--- src/temp_fmt_pkg.sv ---
package temp_fmt_pkg;

   // ==========================================================
   // Register byte offsets
   localparam logic [7:0] CONFIG_OFS = 8'h00;
   localparam logic [7:0] RESOL_OFS = 8'h04;
   localparam logic [7:0] CONSEC_OFS = 8'h08;
   localparam logic [7:0] HYST_OFS = 8'h0C;
   localparam logic [7:0] LIMIT_BASE_OFS = 8'h10;
   localparam logic [7:0] LIMIT_LAST_OFS = 8'h24;
   localparam logic [7:0] LOCAL_HI_OFS = 8'h28;
   localparam logic [7:0] LOCAL_LO_OFS = 8'h2C;
   localparam logic [7:0] REMOTE_HI_OFS = 8'h30;
   localparam logic [7:0] REMOTE_LO_OFS = 8'h34;
   localparam logic [7:0] STATUS_OFS = 8'h38;
   localparam logic [7:0] PINS_OFS = 8'h3C;

   // ==========================================================
   // Field positions
   localparam int RANGE_BIT = 2;
   localparam int PIN6_FUNC_BIT = 5;
   localparam int MASK_BIT = 7;
   localparam int OPEN_BIT = 2;
   localparam logic [7:0] CONFIG_WMASK = 8'hA4;

   // ==========================================================
   // Limit array index: 0 local high, 1 local low, 2 remote high,
   // 3 remote low, 4 local critical, 5 remote critical
   localparam int LIMIT_COUNT = 6;

   // ==========================================================
   // Reset values
   localparam logic [7:0] CONFIG_RST = 8'h00;
   localparam logic [1:0] RESOL_RST = 2'h3;
   localparam logic [1:0] CONSEC_RST = 2'h0;
   localparam logic [7:0] HYST_RST = 8'h0A;
   localparam logic [7:0] HIGH_LIMIT_RST = 8'h55;
   localparam logic [7:0] LOW_LIMIT_RST = 8'h00;
   localparam logic [7:0] CRIT_LIMIT_RST = 8'h55;

   // ==========================================================
   // Data format constants, temperatures in 1/16 degree steps
   localparam logic signed [13:0] EXT_OFFSET = 14'sh0400;
   localparam logic signed [13:0] STD_MAX = 14'sh07FF;
   localparam logic signed [13:0] EXT_MAX = 14'sh0FFF;
   localparam logic [7:0] STD_CLAMP_HI = 8'h7F;
   localparam logic [7:0] EXT_CLAMP_HI = 8'hFF;
   localparam logic [3:0] REMOTE_FRAC_MASK = 4'hF;

   // ==========================================================
   // Carriers
   typedef struct packed {
      logic valid;
      logic remote;
      logic fault;
      logic signed [12:0] temp;
   } conv_type;

   typedef struct packed {
      logic [7:0] hi;
      logic [7:0] lo;
   } result_type;

endpackage

--- src/temp_result_format_and_alarm.sv ---
`timescale 1ns/10ps
module temp_result_format_and_alarm (
   input wire logic pclk,
   input wire logic presetn,
   input wire logic psel,
   input wire logic penable,
   input wire logic pwrite,
   input wire logic [7:0] paddr,
   input wire logic [31:0] pwdata,
   output logic [31:0] prdata,
   output logic pready,
   output logic pslverr,
   input wire temp_fmt_pkg::conv_type conv_in,
   input wire logic addr_read,
   input wire logic crit_alarm_n_in,
   output logic crit_alarm_n_out,
   output logic crit_alarm_n_oe_n,
   input wire logic second_crit_alarm_n_in,
   output logic second_crit_alarm_n_out,
   output logic second_crit_alarm_n_oe_n
);

   // ==========================================================
   // Result formatting
   function automatic temp_fmt_pkg::result_type fmt(
      input logic signed [12:0] t,
      input logic ext,
      input logic [3:0] fmask);
      logic signed [13:0] v;
      temp_fmt_pkg::result_type r;
      v = {t[12], t} + (ext ? temp_fmt_pkg::EXT_OFFSET : 14'sh0000);
      if (v < 14'sh0000) begin
         r = 16'h0000;
      end else if (!ext && v > temp_fmt_pkg::STD_MAX) begin
         r = {temp_fmt_pkg::STD_CLAMP_HI, 8'h00};
      end else if (ext && v > temp_fmt_pkg::EXT_MAX) begin
         r = {temp_fmt_pkg::EXT_CLAMP_HI, 8'h00};
      end else begin
         r.hi = v[11:4];
         r.lo = {v[3:0] & fmask, 4'h0};
      end
      return r;
   endfunction

   // Hysteresis alarm: sets beyond limits, releases inside by hyst
   function automatic logic hyst_alarm(
      input logic cur,
      input logic [7:0] code,
      input logic [7:0] hi,
      input logic [7:0] lo,
      input logic use_lo,
      input logic [7:0] hy);
      logic set;
      logic rel;
      set = (code > hi) || (use_lo && code < lo);
      rel = ({1'b0, code} + {1'b0, hy} <= {1'b0, hi}) &&
         (!use_lo || {1'b0, code} >= {1'b0, lo} + {1'b0, hy});
      return set ? 1'b1 : (rel ? 1'b0 : cur);
   endfunction

   // ==========================================================
   // Registers and state
   logic [7:0] cfg;
   logic [1:0] resol;
   logic [1:0] consec;
   logic [7:0] hyst;
   logic [7:0] limit [temp_fmt_pkg::LIMIT_COUNT];
   temp_fmt_pkg::result_type result [2];
   logic [1:0] crit_state;
   logic [1:0] crit2_state;
   logic [1:0] high_flag;
   logic [1:0] low_flag;
   logic open_flag;
   logic [1:0] cur_viol;
   logic [1:0] viol_cnt [2];
   logic alert_latch;
   logic [1:0] pin_meta;
   logic [1:0] pin_sync;

   // ==========================================================
   // APB decode
   wire setup = psel && !penable;
   wire access = psel && penable && pready;
   wire wr = access && pwrite;
   wire rd = access && !pwrite;
   wire is_limit = paddr >= temp_fmt_pkg::LIMIT_BASE_OFS &&
      paddr <= temp_fmt_pkg::LIMIT_LAST_OFS && paddr[1:0] == 2'h0;
   wire [7:0] lim_ofs = paddr - temp_fmt_pkg::LIMIT_BASE_OFS;
   wire [2:0] lim_idx = lim_ofs[4:2];
   wire mapped = is_limit || (paddr[1:0] == 2'h0 && paddr <=
      temp_fmt_pkg::PINS_OFS);
   wire [3:0] local_mask = {1'b1, resol != 2'h0, resol[1],
      resol == 2'h3};
   wire [7:0] status = {1'b0, high_flag[0], low_flag[0], high_flag[1],
      low_flag[1], open_flag, crit_state[1], crit_state[0]};
   wire ext_range = cfg[temp_fmt_pkg::RANGE_BIT];
   wire second_is_crit = cfg[temp_fmt_pkg::PIN6_FUNC_BIT];
   wire warn_masked = cfg[temp_fmt_pkg::MASK_BIT];
   wire status_rd = rd && paddr == temp_fmt_pkg::STATUS_OFS;
   logic [7:0] rd_byte;

   always_comb begin
      rd_byte = 8'h00;
      if (is_limit) begin
         rd_byte = limit[lim_idx];
      end else begin
         unique case (paddr)
            temp_fmt_pkg::CONFIG_OFS: rd_byte = cfg;
            temp_fmt_pkg::RESOL_OFS: rd_byte = {6'h00, resol};
            temp_fmt_pkg::CONSEC_OFS: rd_byte = {6'h00, consec};
            temp_fmt_pkg::HYST_OFS: rd_byte = hyst;
            temp_fmt_pkg::LOCAL_HI_OFS: rd_byte = result[0].hi;
            temp_fmt_pkg::LOCAL_LO_OFS: rd_byte = result[0].lo;
            temp_fmt_pkg::REMOTE_HI_OFS: rd_byte = result[1].hi;
            temp_fmt_pkg::REMOTE_LO_OFS: rd_byte = result[1].lo;
            temp_fmt_pkg::STATUS_OFS: rd_byte = status;
            temp_fmt_pkg::PINS_OFS: rd_byte = {6'h00, pin_sync};
            default: rd_byte = 8'h00;
         endcase
      end
   end

   always_ff @(posedge pclk or negedge presetn) begin
      if (!presetn) begin
         pready <= 1'b0;
         pslverr <= 1'b0;
         prdata <= 32'h0000_0000;
      end else begin
         pready <= setup;
         pslverr <= setup && !mapped;
         if (setup) begin
            prdata <= {24'h00_0000, rd_byte};
         end
      end
   end

   // ==========================================================
   // Configuration and limit registers
   always_ff @(posedge pclk or negedge presetn) begin
      if (!presetn) begin
         cfg <= temp_fmt_pkg::CONFIG_RST;
         resol <= temp_fmt_pkg::RESOL_RST;
         consec <= temp_fmt_pkg::CONSEC_RST;
         hyst <= temp_fmt_pkg::HYST_RST;
      end else if (wr) begin
         if (paddr == temp_fmt_pkg::CONFIG_OFS) begin
            cfg <= pwdata[7:0] & temp_fmt_pkg::CONFIG_WMASK;
         end
         if (paddr == temp_fmt_pkg::RESOL_OFS) begin
            resol <= pwdata[1:0];
         end
         if (paddr == temp_fmt_pkg::CONSEC_OFS) begin
            consec <= pwdata[1:0];
         end
         if (paddr == temp_fmt_pkg::HYST_OFS) begin
            hyst <= pwdata[7:0];
         end
      end
   end

   // Limits change only by software writes, never by range changes
   genvar li;
   generate
      for (li = 0; li < temp_fmt_pkg::LIMIT_COUNT; li++) begin : g_lim
         localparam logic [7:0] RST = (li >= 4) ?
            temp_fmt_pkg::CRIT_LIMIT_RST : (li % 2 == 0) ?
            temp_fmt_pkg::HIGH_LIMIT_RST : temp_fmt_pkg::LOW_LIMIT_RST;
         always_ff @(posedge pclk or negedge presetn) begin
            if (!presetn) begin
               limit[li] <= RST;
            end else if (wr && is_limit && lim_idx == 3'(li)) begin
               limit[li] <= pwdata[7:0];
            end
         end
      end
   endgenerate

   // ==========================================================
   // Per-channel results, alarms and flags (0 local, 1 remote)
   genvar ch;
   generate
      for (ch = 0; ch < 2; ch++) begin : g_ch
         wire take = conv_in.valid && conv_in.remote == 1'(ch);
         wire fault = (ch == 1) && conv_in.fault;
         wire [3:0] fmask = (ch == 1) ? temp_fmt_pkg::REMOTE_FRAC_MASK :
            local_mask;
         wire temp_fmt_pkg::result_type fresh = fmt(conv_in.temp,
            ext_range, fmask);
         wire [7:0] code = fault ? result[ch].hi : fresh.hi;
         wire [7:0] hi_lim = limit[2 * ch];
         wire [7:0] lo_lim = limit[2 * ch + 1];
         wire over = code > hi_lim;
         wire under = code < lo_lim;
         wire viol = over || under;
         wire count_met = viol_cnt[ch] >= consec;

         always_ff @(posedge pclk or negedge presetn) begin
            if (!presetn) begin
               result[ch] <= 16'h0000;
               crit_state[ch] <= 1'b0;
               crit2_state[ch] <= 1'b0;
               cur_viol[ch] <= 1'b0;
               viol_cnt[ch] <= 2'h0;
            end else if (take) begin
               if (!fault) begin
                  result[ch] <= fresh;
               end
               crit_state[ch] <= hyst_alarm(crit_state[ch], code,
                  limit[4 + ch], 8'h00, 1'b0, hyst);
               crit2_state[ch] <= hyst_alarm(crit2_state[ch], code,
                  hi_lim, lo_lim, 1'b1, hyst);
               cur_viol[ch] <= viol || fault;
               if (!viol) begin
                  viol_cnt[ch] <= 2'h0;
               end else if (!count_met) begin
                  viol_cnt[ch] <= viol_cnt[ch] + 2'h1;
               end
            end
         end

         // Hardware set wins over clear on status read
         always_ff @(posedge pclk or negedge presetn) begin
            if (!presetn) begin
               high_flag[ch] <= 1'b0;
               low_flag[ch] <= 1'b0;
            end else begin
               high_flag[ch] <= (take && viol && count_met && over) ||
                  (high_flag[ch] && !(status_rd && prdata[6 - 2 * ch]));
               low_flag[ch] <= (take && viol && count_met && under) ||
                  (low_flag[ch] && !(status_rd && prdata[5 - 2 * ch]));
            end
         end

         crit_set_a: assert property (@(posedge pclk)
            disable iff (!presetn)
            take && code > limit[4 + ch] |=> crit_state[ch])
            else $error("critical state not set");
         early_warn_a: assert property (@(posedge pclk)
            disable iff (!presetn)
            take && viol_cnt[ch] < consec && !high_flag[ch]
            |=> !high_flag[ch])
            else $error("warning flag set too early");
      end
   endgenerate

   wire open_set = conv_in.valid && conv_in.remote && conv_in.fault;
   wire [1:0] flag_any = high_flag | low_flag;
   wire warn_set = |flag_any || open_set;
   wire alert_clear = addr_read && !(|high_flag) && !(|low_flag) &&
      !open_flag && !(|cur_viol);

   always_ff @(posedge pclk or negedge presetn) begin
      if (!presetn) begin
         open_flag <= 1'b0;
         alert_latch <= 1'b0;
      end else begin
         open_flag <= open_set ||
            (open_flag && !(status_rd && prdata[temp_fmt_pkg::OPEN_BIT]));
         alert_latch <= warn_set || (alert_latch && !alert_clear);
      end
   end

   // ==========================================================
   // Alarm pins: open-drain, enable low pulls the line low
   wire second_drive = second_is_crit ? |crit2_state :
      (alert_latch && !warn_masked);

   always_ff @(posedge pclk or negedge presetn) begin
      if (!presetn) begin
         crit_alarm_n_out <= 1'b0;
         second_crit_alarm_n_out <= 1'b0;
         crit_alarm_n_oe_n <= 1'b1;
         second_crit_alarm_n_oe_n <= 1'b1;
         pin_meta <= 2'h0;
         pin_sync <= 2'h0;
      end else begin
         crit_alarm_n_out <= 1'b0;
         second_crit_alarm_n_out <= 1'b0;
         crit_alarm_n_oe_n <= !(|crit_state);
         second_crit_alarm_n_oe_n <= !second_drive;
         pin_meta <= {second_crit_alarm_n_in, crit_alarm_n_in};
         pin_sync <= pin_meta;
      end
   end

   // ==========================================================
   // Checks
   crit_pin_a: assert property (@(posedge pclk) disable iff (!presetn)
      |crit_state |=> !crit_alarm_n_oe_n)
      else $error("critical alarm not driven");
   std_clamp_a: assert property (@(posedge pclk) disable iff (!presetn)
      conv_in.valid && !conv_in.remote && !ext_range && conv_in.temp < 0
      |=> result[0] == 16'h0000)
      else $error("negative standard result not clamped");
   ext_offset_a: assert property (@(posedge pclk) disable iff (!presetn)
      conv_in.valid && !conv_in.remote && ext_range && conv_in.temp == 0
      |=> result[0].hi == 8'h40)
      else $error("extended offset missing");
   result_hold_a: assert property (@(posedge pclk)
      disable iff (!presetn)
      !conv_in.valid |=> $stable(result[0]) && $stable(result[1]))
      else $error("result changed without conversion");
   remote_frac_a: assert property (@(posedge pclk)
      disable iff (!presetn)
      conv_in.valid && conv_in.remote && !conv_in.fault &&
      conv_in.temp >= 0 && !ext_range && conv_in.temp <= 13'sh07FF
      |=> result[1].lo == {$past(conv_in.temp[3:0]), 4'h0})
      else $error("remote fraction wrong");
   local_frac_a: assert property (@(posedge pclk) disable iff (!presetn)
      conv_in.valid && !conv_in.remote && resol == 2'h0
      |=> result[0].lo[6:0] == 7'h00)
      else $error("local fraction not masked");
   fault_keep_a: assert property (@(posedge pclk)
      disable iff (!presetn)
      open_set |=> $stable(result[1]) && open_flag)
      else $error("fault handling wrong");
   warn_mask_a: assert property (@(posedge pclk) disable iff (!presetn)
      warn_masked && !second_is_crit |=> second_crit_alarm_n_oe_n)
      else $error("masked warning drove pin");
   warn_latch_a: assert property (@(posedge pclk)
      disable iff (!presetn)
      alert_latch && !addr_read |=> alert_latch)
      else $error("warning released without address read");
   apb_ready_a: assert property (@(posedge pclk) disable iff (!presetn)
      setup |=> pready)
      else $error("access phase not ready");
   apb_error_a: assert property (@(posedge pclk) disable iff (!presetn)
      setup && !mapped |=> pslverr)
      else $error("unmapped address not refused");
   apb_once_a: assert property (@(posedge pclk) disable iff (!presetn)
      pready |=> !pready)
      else $error("ready stood too long");
   limit_keep_a: assert property (@(posedge pclk)
      disable iff (!presetn)
      !(wr && is_limit) |=> $stable(limit[0]) && $stable(limit[5]))
      else $error("limit changed without write");
   crit_free_a: assert property (@(posedge pclk)
      disable iff (!presetn)
      !(|crit_state) |=> crit_alarm_n_oe_n)
      else $error("critical alarm not released");
   second_crit_a: assert property (@(posedge pclk)
      disable iff (!presetn)
      second_is_crit && |crit2_state |=> !second_crit_alarm_n_oe_n)
      else $error("second critical alarm not driven");
   warn_pin_a: assert property (@(posedge pclk)
      disable iff (!presetn)
      !second_is_crit && !warn_masked && alert_latch
      |=> !second_crit_alarm_n_oe_n)
      else $error("warning alarm not driven");
   open_warn_a: assert property (@(posedge pclk)
      disable iff (!presetn)
      open_set |=> alert_latch)
      else $error("open circuit did not warn");
   warn_hold_a: assert property (@(posedge pclk)
      disable iff (!presetn)
      alert_latch && (|high_flag || |low_flag || open_flag) |=> alert_latch)
      else $error("warning released while flags set");

endmodule // temp_result_format_and_alarm

--- config.mk ---
export PLATFORM = sky130hd
export DESIGN_NAME = temp_result_format_and_alarm
export DESIGN_NICKNAME = d
export VERILOG_FILES = /design/src/temp_fmt_pkg.sv /design/src/temp_result_format_and_alarm.sv
export SDC_FILE = /design/constraint.sdc
export NUM_CORES = 1
export LEC_CHECK = 0
export BUFFER_PORTS_ARGS = -buffer_cell sky130_fd_sc_hd__clkbuf_2
export CORE_MARGIN = 4
export CORE_UTILIZATION = 54
export DETAILED_ROUTE_END_ITERATION = 10
export GPL_TIMING_DRIVEN = 0
export HOLD_SLACK_MARGIN = 0.08
export PLACE_DENSITY_LB_ADDON = 0.25
export SYNTH_ARGS = -nofsm -noshare
export SYNTH_HDL_FRONTEND = slang
export SYNTH_SLANG_ARGS = --single-unit
--- constraint.sdc ---
create_clock -name pclk -period 4.02 [get_ports pclk]
set_input_delay 0.402 -clock pclk [delete_from_list [all_inputs] [get_ports pclk]]
set_output_delay 0.402 -clock pclk [all_outputs]
set_load 0.01 [all_outputs]
==> reports/results.ini <==
[logic_synthesis]
synth-edff-count = 0
synth_cell_types = 67
yosysTopAreaCell = dfrtp_1
async_reset_ff_frac = 1.00
syn_inst = 990
synth_top_area_frac = 0.267
yosys_most_used_dff = dfrtp_1
ys_seq_elements = 119
synth_area_leaders = dfrtp_1, ha_1, dfstp_2, o21ai_0, nand2_1
syn_area_um2 = 9100
ys_seq_area_frac = 0.330
synth.avg_cell_area_um2 = 9.19
yosys_warnings = 0

[global_routing]
grt_max_degree = 77
grt_pass1_wl_mm = 44.4
antenna_found_initial = 0
gr-usage-all-layers = 0.315
first_global_vias = 7823
overflow = 0

[worst_setup_path]
critPathCaptureType = flip-flop
reg2reg_from = cfg[2]$_DFFE_PN0P_
critPathSlowestCell = ha_1
worst-path-max-fanout = 6
crit_top_cell = ha_4
required_ns = 4.32
startpoint = cfg[2]$_DFFE_PN0P_
crit_buf_inv = 3
cpPeakStageDelay_ns = 0.48
worst_ep_arrival_time_ns = 4.56
worstSetupPathType = reg -> reg
path_cells = ha_4 -> ha_4 -> xnor2_4 -> nand2_4 -> buf_4 -> o21ai_2 -> inv_1 -> ha_1 -> a21oi_1 -> nand2_2 -> buf_4 -> nor4_1 -> or3_4 -> ha_4 -> a211oi_1 -> a21oi_1 -> a31oi_1 -> nand3b_1
start_kind = flip-flop
cp_top_family = adder cells

[cts]
clk_pin_slew_ns = 0.06
clock_path_buffers = 2
cts_tree = built
cts_sinks = 119
clock_latency_ns = 0.43
htree_levels = 4
cts_buffers = 17
cts_root_buf = clkbuf_16

[finish]
nNetsFinal = 1306
multi_input_area_um2 = 5930
postLayoutCoreUtil = 0.660
nFillCells = 1337
design_area_um2 = 10900
drive_above_1_share = 0.223
diodes = 0
final-seq-area_um2 = 3010
area_growth_pct = 19.8

[drt]
vias = 8282
wl_mm = 29.5
via_per_inst = 6.16
drt-pass1-iter-count = 5
dr.first_iter.drc_count = 764
drc_errors = 0
wl_per_cell_um = 21.9
final_antenna_net_count = 0

[sta]
hold_viol = 0
worst_pin_slew_ns = 1.18
clock_skew_ns = 0.0117
fin_crit_sh = 1.06
layout_min_cycle_time_ns = 4.26
tns_ns = -0.546
relSlewSlack = 0.202
max_freq_mhz = 235
grt_setup_unrepaired = true
finalWorstSetupSlack_ns = -0.243
slew_viol_final = 0
finalSetupViolCount = 3

[floorplanning]
dieWidth_um = 138
io_pins = 102
core-area_um2 = 16500
chipHeight_um = 138
std_cell_rows = 47
dieArea_um2 = 19000
start_util = 0.551

[placement]
post-dp-hpwl_mm = 21.6
post-place-ws_ns = -1.21
routabilityCongestion = 1.01
numPortBuffers = 49
place_area_um2 = 9780

[flow_run]
maxCapViolCount = 0

[hold_path]
hold_path_class = in -> reg
min_from = conv_in[0]

[status]
violations = negative setup slack
status = complete, but fails checks

[pwr]
power_mw = 3.44
vdd_drop_max_v = 0.000349
p_leak_nw = 5.26
p_per_area_nw_per_um2 = 316

## flip-flops by register name, summed over array words and instances (netlist names), 3 cells and up
register and count:
g_ch.hi_lim 16, g_ch.lo_lim 16, limit 16, result 24
viol_cnt 4, cfg 3, prdata 8, hyst 8
## logic make-up after synthesis
logic type	count (synthesis)	synth area share
adders and majority gates	134	0.187
and+or+nand+nor	260	0.134
buffers and inverters	126	0.0641
AOI/OAI and AO/OA	268	0.181
DFF	119	0.330
xor gates and xnor gates	27	0.0260
other	1	0.000412
muxes	55	0.0768
## per-layer routing
| metal | up-vias | track usage | share of wire |
|---|---|---|---|
| li1 | 3779 | - | - |
| met1 | 3946 | 0.429 | 0.41 |
| met2 | 451 | 0.497 | 0.45 |
| met3 | 106 | 0.0588 | 0.091 |
| met4 | 0 | 0.126 | 0.045 |
| met5 | - | 0 | 0 |
## report_power, final
group          internal, mW  total, mW  leakage [nW]  switching, mW
registers              1.26       1.32          1.37         0.0581
clock network         0.965       1.53         0.280          0.565
logic                 0.231      0.592          3.61          0.361
total                  2.46       3.44          5.26          0.984
## cell usage in the layout (no fill, tap or decap), drive strengths merged, types with 26 or more instances in the layout
| cell | Yosys | layout |
|---|---|---|
| ha | 127 | 127 |
| nand2 | 120 | 120 |
| o21ai | 109 | 109 |
| dfrtp | 97 | 97 |
| clkbuf | 19 | 90 |
| inv | 74 | 74 |
| buf | 33 | 59 |
| nor2 | 49 | 49 |
| a21oi | 46 | 46 |
| mux2 | 39 | 39 |
| conb | 1 | 26 |
## timing repair
action / in CTS / in global routing
setup buffers: 22 / 3
hold endpoints to repair: 41 / 0
hold buffers: 3 / 0
endpoints found under the setup margin: 9 / 4
gates resized for setup: 57 / 8
pin swaps: 26 / 1
## cells in the mapped netlist, types with 9 or more instances
master,number
xor2_1,11
mux2_2,39
nand4_1,14
clkbuf_1,19
dfstp_2,22
o21ai_0,108
inv_1,74
a2111oi_0,9
nor2_1,49
xnor2_1,16
nand2b_1,13
ha_1,127
nor2b_1,12
o211ai_1,11
a21oi_1,46
nor3_1,9
a21o_1,19
a22oi_1,14
nand3_1,14
buf_4,26
nand2_1,119
dfrtp_1,97
## tightest hold or removal path: stages
cell and delay (ns):
clkbuf_2 0.09, nand4_1 0.06, o21ai_0 0.07
## stage by stage
| step | hold slack [ns] | cells |
|---|---|---|
| 2_1_floorplan | 0.106 | 1015 |
| 3_3_place_gp | 0.332 | 1284 |
| 3_5_place_dp | 0.342 | 1285 |
| 4_1_cts | 0.242 | 1342 |
| 5_1_grt | 0.266 | 1344 |
| 6_report | 0.239 | 1344 |
## worst paths after layout
check / end / depth (start not counted) / slack, ns
hold / removal: result[20]$_DFFE_PN0P_ / 3 / 0.24
setup reg to reg: crit2_state[0]$_DFFE_PN0P_ / 18 / -0.24
min in group asynchronous: viol_cnt[3]$_DFFE_PN0P_ / 2 / 0.47
hold reg to reg: pin_sync[0]$_DFF_PN0_ / 0 / 0.35
max in group asynchronous: g_ch[1].hi_lim[4]$_DFFE_PN1P_ / 3 / 2.79
setup / recovery: crit2_state[0]$_DFFE_PN0P_ / 18 / -0.24
## final cells by class
cell class / count / share of cell area
plain buffers: 51 / 0.0276
clock buffers: 23 / 0.0438
clock inverters: 9 / 0.0108
inverters: 74 / 0.0258
multi-input cells: 770 / 0.543
flip-flops and latches: 119 / 0.276
well taps: 220 / 0.0252
repair buffers: 78 / 0.0476
Note: power is estimated with default switching activity, not from simulation.
